--- config.mk ---
export PLATFORM = sky130hd
export DESIGN_NAME = dmx_exec
export DESIGN_NICKNAME = d
export VERILOG_FILES = /design/src/dmx_pkg.sv /design/src/dmx_exec.sv
export SDC_FILE = /design/constraint.sdc
export NUM_CORES = 1
export LEC_CHECK = 0
export BUFFER_PORTS_ARGS = -buffer_cell sky130_fd_sc_hd__buf_2
export CORE_MARGIN = 2
export CORE_UTILIZATION = 30
export CTS_CLUSTER_SIZE = 8
export DETAILED_ROUTE_END_ITERATION = 10
export PLACE_DENSITY_LB_ADDON = 0.1
export SYNTH_ARGS = -nofsm -noshare
export SYNTH_HDL_FRONTEND = slang
export SYNTH_SLANG_ARGS = --single-unit
--- constraint.sdc ---
create_clock -name core_clk -period 2.4 [get_ports core_clk]
set_input_delay 0.12 -clock core_clk [delete_from_list [all_inputs] [get_ports core_clk]]
set_output_delay 0.12 -clock core_clk [all_outputs]
set_load 0.02 [all_outputs]
--- src/dmx_pkg.sv ---
// Package for the data-move instruction execute block: encodings, phases and carriers.
package dmx_pkg;
    localparam logic [3:0]  OP_COPY_SRC    = 4'hc;
    localparam logic [3:0]  OP_COPY_DST    = 4'hf;
    localparam logic [7:0]  OP_LOAD_BANK   = 8'h01;
    localparam logic [7:0]  OP_LOAD_ACC    = 8'h0e;
    localparam logic [5:0]  OP_COPY_REG    = 6'h14;
    localparam logic [11:0] ACC_ADDR       = 12'hfe8;
    localparam logic [7:0]  ACCESS_SPLIT   = 8'h60;
    localparam logic [3:0]  ACCESS_HI_BANK = 4'hf;
    localparam logic [7:0]  ACC_RESET      = 8'h00;
    localparam logic [3:0]  BANK_RESET     = 4'h0;
    localparam logic [11:0] ADDR_RESET     = 12'h000;

    typedef enum logic [1:0] {
        PH_Q1 = 2'b00,
        PH_Q2 = 2'b01,
        PH_Q3 = 2'b10,
        PH_Q4 = 2'b11
    } dmx_phase_e;

    typedef struct packed {
        logic        rd;
        logic        wr;
        logic [11:0] addr;
        logic [7:0]  wdata;
    } dmx_mem_s;

    typedef struct packed {
        logic neg;
        logic zero;
        logic we;
    } dmx_flag_s;
endpackage : dmx_pkg

--- src/dmx_exec.sv ---
// Execute logic for the full-address copy, bank and accumulator literal loads and register copy.
// Notes on behaviour
// - A full-address copy reads the source byte and writes that same byte to the destination.
// - Source and destination addresses are 12 bits and reach the whole 4096-byte data space.
// - The accumulator may be the source or the destination of the full-address copy.
// - The full-address copy is two words, opcode 1100 then 1111, taking two instruction cycles.
// - The bank literal load writes the literal low nibble into the bank selector, whose top four bits read zero.
// - The accumulator literal load puts the literal in the accumulator in one cycle and touches no flags.
// - The register copy moves register f to the accumulator when d is 0 or back to f when d is 1, setting N and Z.
// - With a at 0 the access bank is used, with a at 1 the bank selector picks the register bank.
module dmx_exec
    import dmx_pkg::*;
(
    input  wire logic        core_clk,
    input  wire logic        resetn,
    input  wire logic [15:0] instr,
    input  wire logic        instr_valid,
    input  wire logic [1:0]  phase,
    input  wire logic [7:0]  mem_rdata,
    output dmx_mem_s         mem,
    output dmx_flag_s        flags,
    output logic [7:0]       accumulator,
    output logic [7:0]       bank_selector,
    output logic             copy_busy
);

////////////////////////////////////////////////////////////////////////////////
    // The copy sequencer only needs to know which word of a full-address copy is on the bus.
    typedef enum logic {
        CP_FIRST  = 1'b0,
        CP_SECOND = 1'b1
    } dmx_copy_e;

    dmx_phase_e  cur_phase;
    logic        in_q1;
    logic        in_q2;
    logic        in_q3;
    logic        in_q4;
    logic        dec_copy_src;
    logic        dec_copy_dst;
    logic        dec_copy_reg;
    logic        dec_load_bank;
    logic        dec_load_acc;
    logic        reg_to_acc;
    logic        acc_is_src;
    logic [11:0] access_addr;
    logic [11:0] reg_addr;
    logic [11:0] src_addr;
    logic [11:0] dst_addr;
    logic [7:0]  src_byte;
    dmx_copy_e   copy_state;
    dmx_copy_e   next_copy_state;
    logic [7:0]  latch_data;
    logic [7:0]  next_latch_data;
    dmx_mem_s    mem_q;
    dmx_mem_s    next_mem_q;
    logic [7:0]  acc_q;
    logic [7:0]  next_acc_q;
    logic [3:0]  bank_q;
    logic [3:0]  next_bank_q;
    dmx_flag_s   flag_q;
    dmx_flag_s   next_flag_q;

////////////////////////////////////////////////////////////////////////////////
    // Every decode is gated by the copy state, so the second copy word can never start an instruction.
    // Accumulator is memory mapped, so reads of its address are served locally.
    always_comb begin
        cur_phase     = dmx_phase_e'(phase);
        in_q1         = instr_valid && (cur_phase == PH_Q1);
        in_q2         = instr_valid && (cur_phase == PH_Q2);
        in_q3         = instr_valid && (cur_phase == PH_Q3);
        in_q4         = instr_valid && (cur_phase == PH_Q4);
        dec_copy_src  = (copy_state == CP_FIRST) && (instr[15:12] == OP_COPY_SRC);
        dec_copy_dst  = (copy_state == CP_SECOND) && (instr[15:12] == OP_COPY_DST);
        dec_copy_reg  = (copy_state == CP_FIRST) && (instr[15:10] == OP_COPY_REG);
        dec_load_bank = (copy_state == CP_FIRST) && (instr[15:8] == OP_LOAD_BANK);
        dec_load_acc  = (copy_state == CP_FIRST) && (instr[15:8] == OP_LOAD_ACC);
        if (instr[7:0] < ACCESS_SPLIT) begin
            access_addr = {4'h0, instr[7:0]};
        end else begin
            access_addr = {ACCESS_HI_BANK, instr[7:0]};
        end
        if (instr[8]) begin
            reg_addr = {bank_q, instr[7:0]};
        end else begin
            reg_addr = access_addr;
        end
        src_addr      = dec_copy_src ? instr[11:0] : reg_addr;
        dst_addr      = instr[11:0];
        reg_to_acc    = !instr[9] || (reg_addr == ACC_ADDR);
        acc_is_src    = (mem_q.addr == ACC_ADDR);
        src_byte      = acc_is_src ? acc_q : mem_rdata;
    end

////////////////////////////////////////////////////////////////////////////////
    // The stretched three-cycle form of the copy is not modelled; the second word always ends it.
    always_comb begin
        next_copy_state = copy_state;
        if (in_q4) begin
            unique case (copy_state)
                CP_FIRST: begin
                    if (dec_copy_src) begin
                        next_copy_state = CP_SECOND;
                    end
                end
                CP_SECOND: begin
                    next_copy_state = CP_FIRST;
                end
            endcase
        end
    end

    always_ff @(posedge core_clk or negedge resetn) begin
        if (!resetn) begin
            copy_state <= CP_FIRST;
        end else begin
            copy_state <= next_copy_state;
        end
    end

////////////////////////////////////////////////////////////////////////////////
    always_comb begin
        next_latch_data = latch_data;
        if (in_q2 && (dec_copy_src || dec_copy_reg)) begin
            next_latch_data = src_byte;
        end
    end

    always_ff @(posedge core_clk or negedge resetn) begin
        if (!resetn) begin
            latch_data <= ACC_RESET;
        end else begin
            latch_data <= next_latch_data;
        end
    end

////////////////////////////////////////////////////////////////////////////////
    // Strobes are one clock wide; a write shows during the final quarter of the cycle.
    always_comb begin
        next_mem_q    = mem_q;
        next_mem_q.rd = 1'b0;
        next_mem_q.wr = 1'b0;
        if (in_q1 && (dec_copy_src || dec_copy_reg)) begin
            next_mem_q.addr = src_addr;
            next_mem_q.rd   = (src_addr != ACC_ADDR);
        end else if (in_q3 && dec_copy_dst) begin
            next_mem_q.addr = dst_addr;
            if (dst_addr != ACC_ADDR) begin
                next_mem_q.wr    = 1'b1;
                next_mem_q.wdata = latch_data;
            end
        end else if (in_q3 && dec_copy_reg && !reg_to_acc) begin
            next_mem_q.wr    = 1'b1;
            next_mem_q.wdata = latch_data;
        end
    end

    always_ff @(posedge core_clk or negedge resetn) begin
        if (!resetn) begin
            mem_q <= '{rd: 1'b0, wr: 1'b0, addr: ADDR_RESET, wdata: ACC_RESET};
        end else begin
            mem_q <= next_mem_q;
        end
    end

////////////////////////////////////////////////////////////////////////////////
    always_comb begin
        next_acc_q = acc_q;
        if (in_q3 && dec_copy_dst && (dst_addr == ACC_ADDR)) begin
            next_acc_q = latch_data;
        end else if (in_q3 && dec_copy_reg && reg_to_acc) begin
            next_acc_q = latch_data;
        end else if (in_q3 && dec_load_acc) begin
            next_acc_q = instr[7:0];
        end
    end

    always_ff @(posedge core_clk or negedge resetn) begin
        if (!resetn) begin
            acc_q <= ACC_RESET;
        end else begin
            acc_q <= next_acc_q;
        end
    end

////////////////////////////////////////////////////////////////////////////////
    always_comb begin
        next_bank_q = bank_q;
        if (in_q3 && dec_load_bank) begin
            next_bank_q = instr[3:0];
        end
    end

    always_ff @(posedge core_clk or negedge resetn) begin
        if (!resetn) begin
            bank_q <= BANK_RESET;
        end else begin
            bank_q <= next_bank_q;
        end
    end

////////////////////////////////////////////////////////////////////////////////
    // Only the register copy touches the flags; both literal loads leave them alone.
    always_comb begin
        next_flag_q    = flag_q;
        next_flag_q.we = 1'b0;
        if (in_q3 && dec_copy_reg) begin
            next_flag_q.we   = 1'b1;
            next_flag_q.zero = (latch_data == 8'h00);
            next_flag_q.neg  = latch_data[7];
        end
    end

    always_ff @(posedge core_clk or negedge resetn) begin
        if (!resetn) begin
            flag_q <= '{neg: 1'b0, zero: 1'b0, we: 1'b0};
        end else begin
            flag_q <= next_flag_q;
        end
    end

////////////////////////////////////////////////////////////////////////////////
    assign mem           = mem_q;
    assign flags         = flag_q;
    assign accumulator   = acc_q;
    assign bank_selector = {4'h0, bank_q};
    assign copy_busy     = (copy_state == CP_SECOND);
endmodule : dmx_exec

=== After elaboration in Yosys (flattened, before gate mapping) ===
Cells that the tools add are included.
W data, S select, Z words.

* Logic and storage cells: 76
* Register bits after elaboration: 46

* Multiplexer cells: 20
* Magnitude comparators: 1
* Bitwise gates (word level): 2
* Eq/ne operators: 14
* Reductions and logical operators: 28

{| class="wikitable"
|+ Operators with widths
! kind !! count
|-
| $mux W12 || 5
|-
| $mux W8 || 7
|-
| $eq A12 B12 Y1 const B || 3
|-
| $ne A12 B12 Y1 const B || 2
|-
| $logic_and A1 B1 Y1 || 18
|-
| $eq A4 B4 Y1 const B || 2
|-
| $eq A8 B1 Y1 const B || 1
|-
| $eq A8 B4 Y1 const B || 1
|-
| $logic_not A8 Y1 || 1
|-
| $lt A8 B7 Y1 const B || 1
|-
| $mux W1 || 7
|-
| $eq A6 B5 Y1 const B || 1
|-
| $eq A2 B2 Y1 const B || 2
|-
| $reduce_bool A2 Y1 || 2
|-
| $reduce_and A3 Y1 || 1
|-
| $reduce_bool A3 Y1 || 1
|-
| $eq A2 B1 Y1 const B || 1
|-
| $logic_not A1 Y1 || 2
|-
| $logic_not A2 Y1 || 1
|-
| $logic_or A1 B1 Y1 || 2
|-
| $ne A2 B1 Y1 const B || 1
|-
| $not A1 Y1 || 2
|-
| $pmux W1 S2 || 1
|}

=== Longest topological paths before layout ===
* Depth in word-level cells: 10
* Gate-level depth with buffers: 7
* Gate-level depth less buffers: 5

=== Worst setup path before layout ===
No wires, ideal clock.

* Path type: register to register
* Start point: reg copy_state, in the netlist copy_busy
* End point: reg acc_q[0], in the netlist accumulator[0]
* Clock period less this slack: 2.152 ns
* Arrival time: 2.027 ns
* Stages on the path, launching flop included: 7
* Slack: 0.248 ns
* Path buffers: 1
* Required time: 2.275 ns
* Cell sequence: dfrtp_1 -> nand3_1 -> or4_1 -> nor3_4 -> a21o_1 -> buf_2 -> mux2_2

* Cells in the longest elaborated chain, start to end: 6
* Elaborated cells between the ends (all ways): 12
* Those cells by class: 2 x mux; 1 x bitwise; 9 x reduce/logical

{| class="wikitable"
|+ Ends and longest elaborated chain
! element !! line !! text
|-
| start, declared || dmx_exec.sv:51 || <nowiki>dmx_copy_e copy_state;</nowiki>
|-
| start signal, assigned || dmx_exec.sv:117 || <nowiki>copy_state <= next_copy_state;</nowiki>
|-
| $not A1 Y1 || dmx_exec.sv:75, dmx_exec.sv:77 ||
|-
| $logic_and A1 B1 Y1 || dmx_exec.sv:75 || <nowiki>dec_copy_reg = (copy_state == CP_FIRST) && (instr[15:10] == OP_COPY_REG);</nowiki>
|-
| $logic_and A1 B1 Y1 (2 in a row) || dmx_exec.sv:171 || <nowiki>end else if (in_q3 && dec_copy_reg && reg_to_acc) begin</nowiki>
|-
| $mux W8 || dmx_exec.sv:171 ||
|-
| $mux W8 || dmx_exec.sv:169 || <nowiki>if (in_q3 && dec_copy_dst && (dst_addr == ACC_ADDR)) begin</nowiki>
|-
| end signal, assigned || dmx_exec.sv:182 || <nowiki>acc_q <= next_acc_q;</nowiki>
|-
| end, declared || dmx_exec.sv:57 || <nowiki>logic [7:0] acc_q;</nowiki>
|}

Several ways; a longest one is shown, not always the timed one.
A chain may end at the register's enable or synchronous reset.

=== Worst setup path after layout ===
* Start point: reg copy_state, in the netlist copy_busy
* End point: reg acc_q[7], in the netlist accumulator[7]

Same word-level chain as after synthesis.

==> results.cfg <==
[run_status]
status = completed

[sta]
setup_slack_ns = 0.211
skew_ns = 0.00944
report.final.slew_viol_count = 0
finalSetupTns_ns = 0
rsz0062_at_grt = false
whs_ns = 0.105
hold_viol_final = 0
setup_viol = 0
tightest_slew_ns = 0.908
max_clock_freq_mhz = 457
slew_headroom_pct = 39.2
period_share_pct = 91.2
period_needed_ns = 2.19

[synthesis]
synthFlopType = dfrtp_1
syn_avg_cell_area_um2 = 11.8
synth.top_cell.area_share_pct = 49.3
syn_inst = 197
ys_ff_latch = 46
ys_warn_count = 0
synth_top_family_by_area = multiplexers
synth-edff-count = 0
ys_seq_area_share_pct = 49.3
synthSimpleGateAreaFrac_pct = 15.8
synth_most_common_cell = dfrtp_1
synth_compound_area_share_pct = 9.65
synth_fa_ha_area_share_pct = 0
netlist_area_um2 = 2330
ys_types = 44
yosysTopAreaCell = dfrtp_1
yosys-top-cells-count = 46 x dfrtp_1, 37 x mux2_2, 13 x nor2_1
synth_area_leaders = dfrtp_1 49%, mux2_2 18%, mux2i_1 4.3%, a21oi_1 2.6%, nor2_1 2.1%
async_reset_ff_share_pct = 100
synthXorXnorAreaFrac_pct = 0
yosys-mux-area-fraction_pct = 22.1

[finish]
synthToLayoutAreaGrowth_pct = 28.2
drive_gt1_share_pct = 48.0
fin_area_um2 = 2990
nNetsFinal = 307
fin_util_pct = 39.1
n_antenna_cell = 0
nFillCells = 765

[clocking]
cts_made_buffers = 5
cts.sinks = 46
clockBufferDepth = 2
cts_tree = yes
path_clk_slew_ns = 0.09
post_cts_resized = 0
insertion_delay_ns = 0.30
htree_levels = 2
ctsRootBufferMaster = clkbuf_8

[route]
via_per_inst = 4.85
first_iter_violations = 63
first_pass_iters = 4
routed_wl_um = 6060
drc_errors = 0
wl_per_cell_um = 15.9
drtAntennaViolNets = 0
num_vias = 1849

[pwr]
leakagePower_nw = 1.49
powerDensity_nw_per_um2 = 607
ir_worst_vdd_v = 0.000248

[setup_path]
crit_family = simple AND/OR/NAND/NOR gates
arrival_ns = 2.38
critPathRequiredTime_ns = 2.59
slowest_delay_ns = 0.58
worst-path-buf-inv = 1
cp_slowest_cell = or4_1
cp-start-kind = flip-flop
path_cells = nand3_1, or4_1, nor3_4, a21o_1, buf_12, mux2_2
endpoint_kind = flip-flop
critical_path_class = flip-flop to flip-flop
crit_path_max_fanout = 8

[grt]
track_usage_pct = 14.9
antenna_found_initial = 0
grt_pass1_vias = 1827
grt_max_degree = 30
grt_pass1_wl_um = 9760
overflow = 0

[floorplanning]
die_h_um = 92.2
die_w_um = 92.2
fp.dieArea_um2 = 8500
num_rows = 32
design.core.area_um2 = 7650
initial_core_util_pct = 30.5
ios = 71

[job]
max_cap_violations = 0

[place]
portBuffers = 66
place_area_um2 = 2850
routabilityCongestion = 0.783
preCtsSetupSlack_ns = 0.160
hpwl_um = 4610

[min_path]
hold_path.class = primary input to flip-flop
-- power breakdown --
part	internal [W]	switching, W
Combinational	0.000128	0.000176
Clock	0.000311	0.000275
Sequential	0.000853	0.0000740
Total	0.00129	0.000525
-- worst paths after layout --
check	from	endpoint	slack, ns	cells after the start
setup reg to reg	copy_busy$_DFFE_PN0P_	accumulator[7]$_DFFE_PN0P_	0.21	6
hold reg to reg	flags[1]$_DFFE_PN0P_	flags[1]$_DFFE_PN0P_	0.50	2
max in group asynchronous	resetn	mem[4]$_DFFE_PN0P_	1.38	3
min in group asynchronous	resetn	latch_data[2]$_DFFE_PN0P_	0.28	2
hold / removal	instr[4]	mem[12]$_DFFE_PN0P_	0.11	2
setup / recovery	copy_busy$_DFFE_PN0P_	accumulator[7]$_DFFE_PN0P_	0.21	6
-- logic make-up after synthesis --
family                 after synthesis
DFF                                 46
and+or+nand+nor                     60
AOI/OAI and AO/OA                   30
muxes                               47
buffers and inverters               13
other                                1
-- cell type report --
class	instances	area, µm²	share of cell area, %
sequential	46	1150	38.5
timing repair buffer	80	463	15.5
clock buffer	6	72.6	2.43
clock inverter	2	37.5	1.25
multi-input combinational	141	1120	37.6
tap	102	128	4.27
inverter	4	15.0	0.502
-- cell usage in the layout (no fill, tap or decap), types with 2 or more instances in the layout --
cell	netlist	layout
nand2_1	11	11
nand4b_1	3	3
a21o_1	2	2
o21ai_0	3	3
nand2b_1	2	2
mux2_2	37	37
nor3_1	2	2
buf_12	0	2
a221o_1	2	2
nor2_1	13	13
a21oi_1	12	12
clkbuf_8	0	5
a2111oi_0	2	2
inv_1	4	4
buf_2	4	66
nor4_1	4	4
or4_1	2	2
mux2i_1	10	10
nor3_4	2	2
nand3_1	5	5
a211oi_1	2	2
dfrtp_1	46	46
nand4_1	3	3
buf_4	4	11
conb_1	1	4
-- metal layers --
| metal | track usage (%) | share of wire, % |
|---|---|---|
| met3 | 3.53 | 5.0 |
| met2 | 24.2 | 48 |
| met5 | 0 | 0 |
| met4 | 4.73 | 1.6 |
| met1 | 19.6 | 45 |
-- worst reg2reg max path: stages, from the launching register on --
cell	delay (ns)
dfrtp_1	0.49
nand3_1	0.13
or4_1	0.58
nor3_4	0.26
a21o_1	0.16
buf_12	0.13
mux2_2	0.32
-- what timing repair did --
item / CTS / global route
hold buffers: 1 / 0
setup endpoints to repair: 0 / 4
buffers inserted: 0 / 1
hold endpoints to repair: 17 / 0
-- through the flow --
step	std cells	power [W]
after floorplan	200	0.00110
after global placement	371	0.00125
after detailed placement	371	0.00125
after CTS	380	0.00184
after global routing	381	0.00191
final	381	0.00182
-- state kept, by name, indices dropped and copies added, names as in the netlist --
| register | cells |
|---|---|
| accumulator | 8 |
| bank_q | 4 |
| copy_busy | 1 |
| flags | 3 |
| latch_data | 8 |
| mem | 22 |
Note: power is estimated with default switching activity, not from simulation.
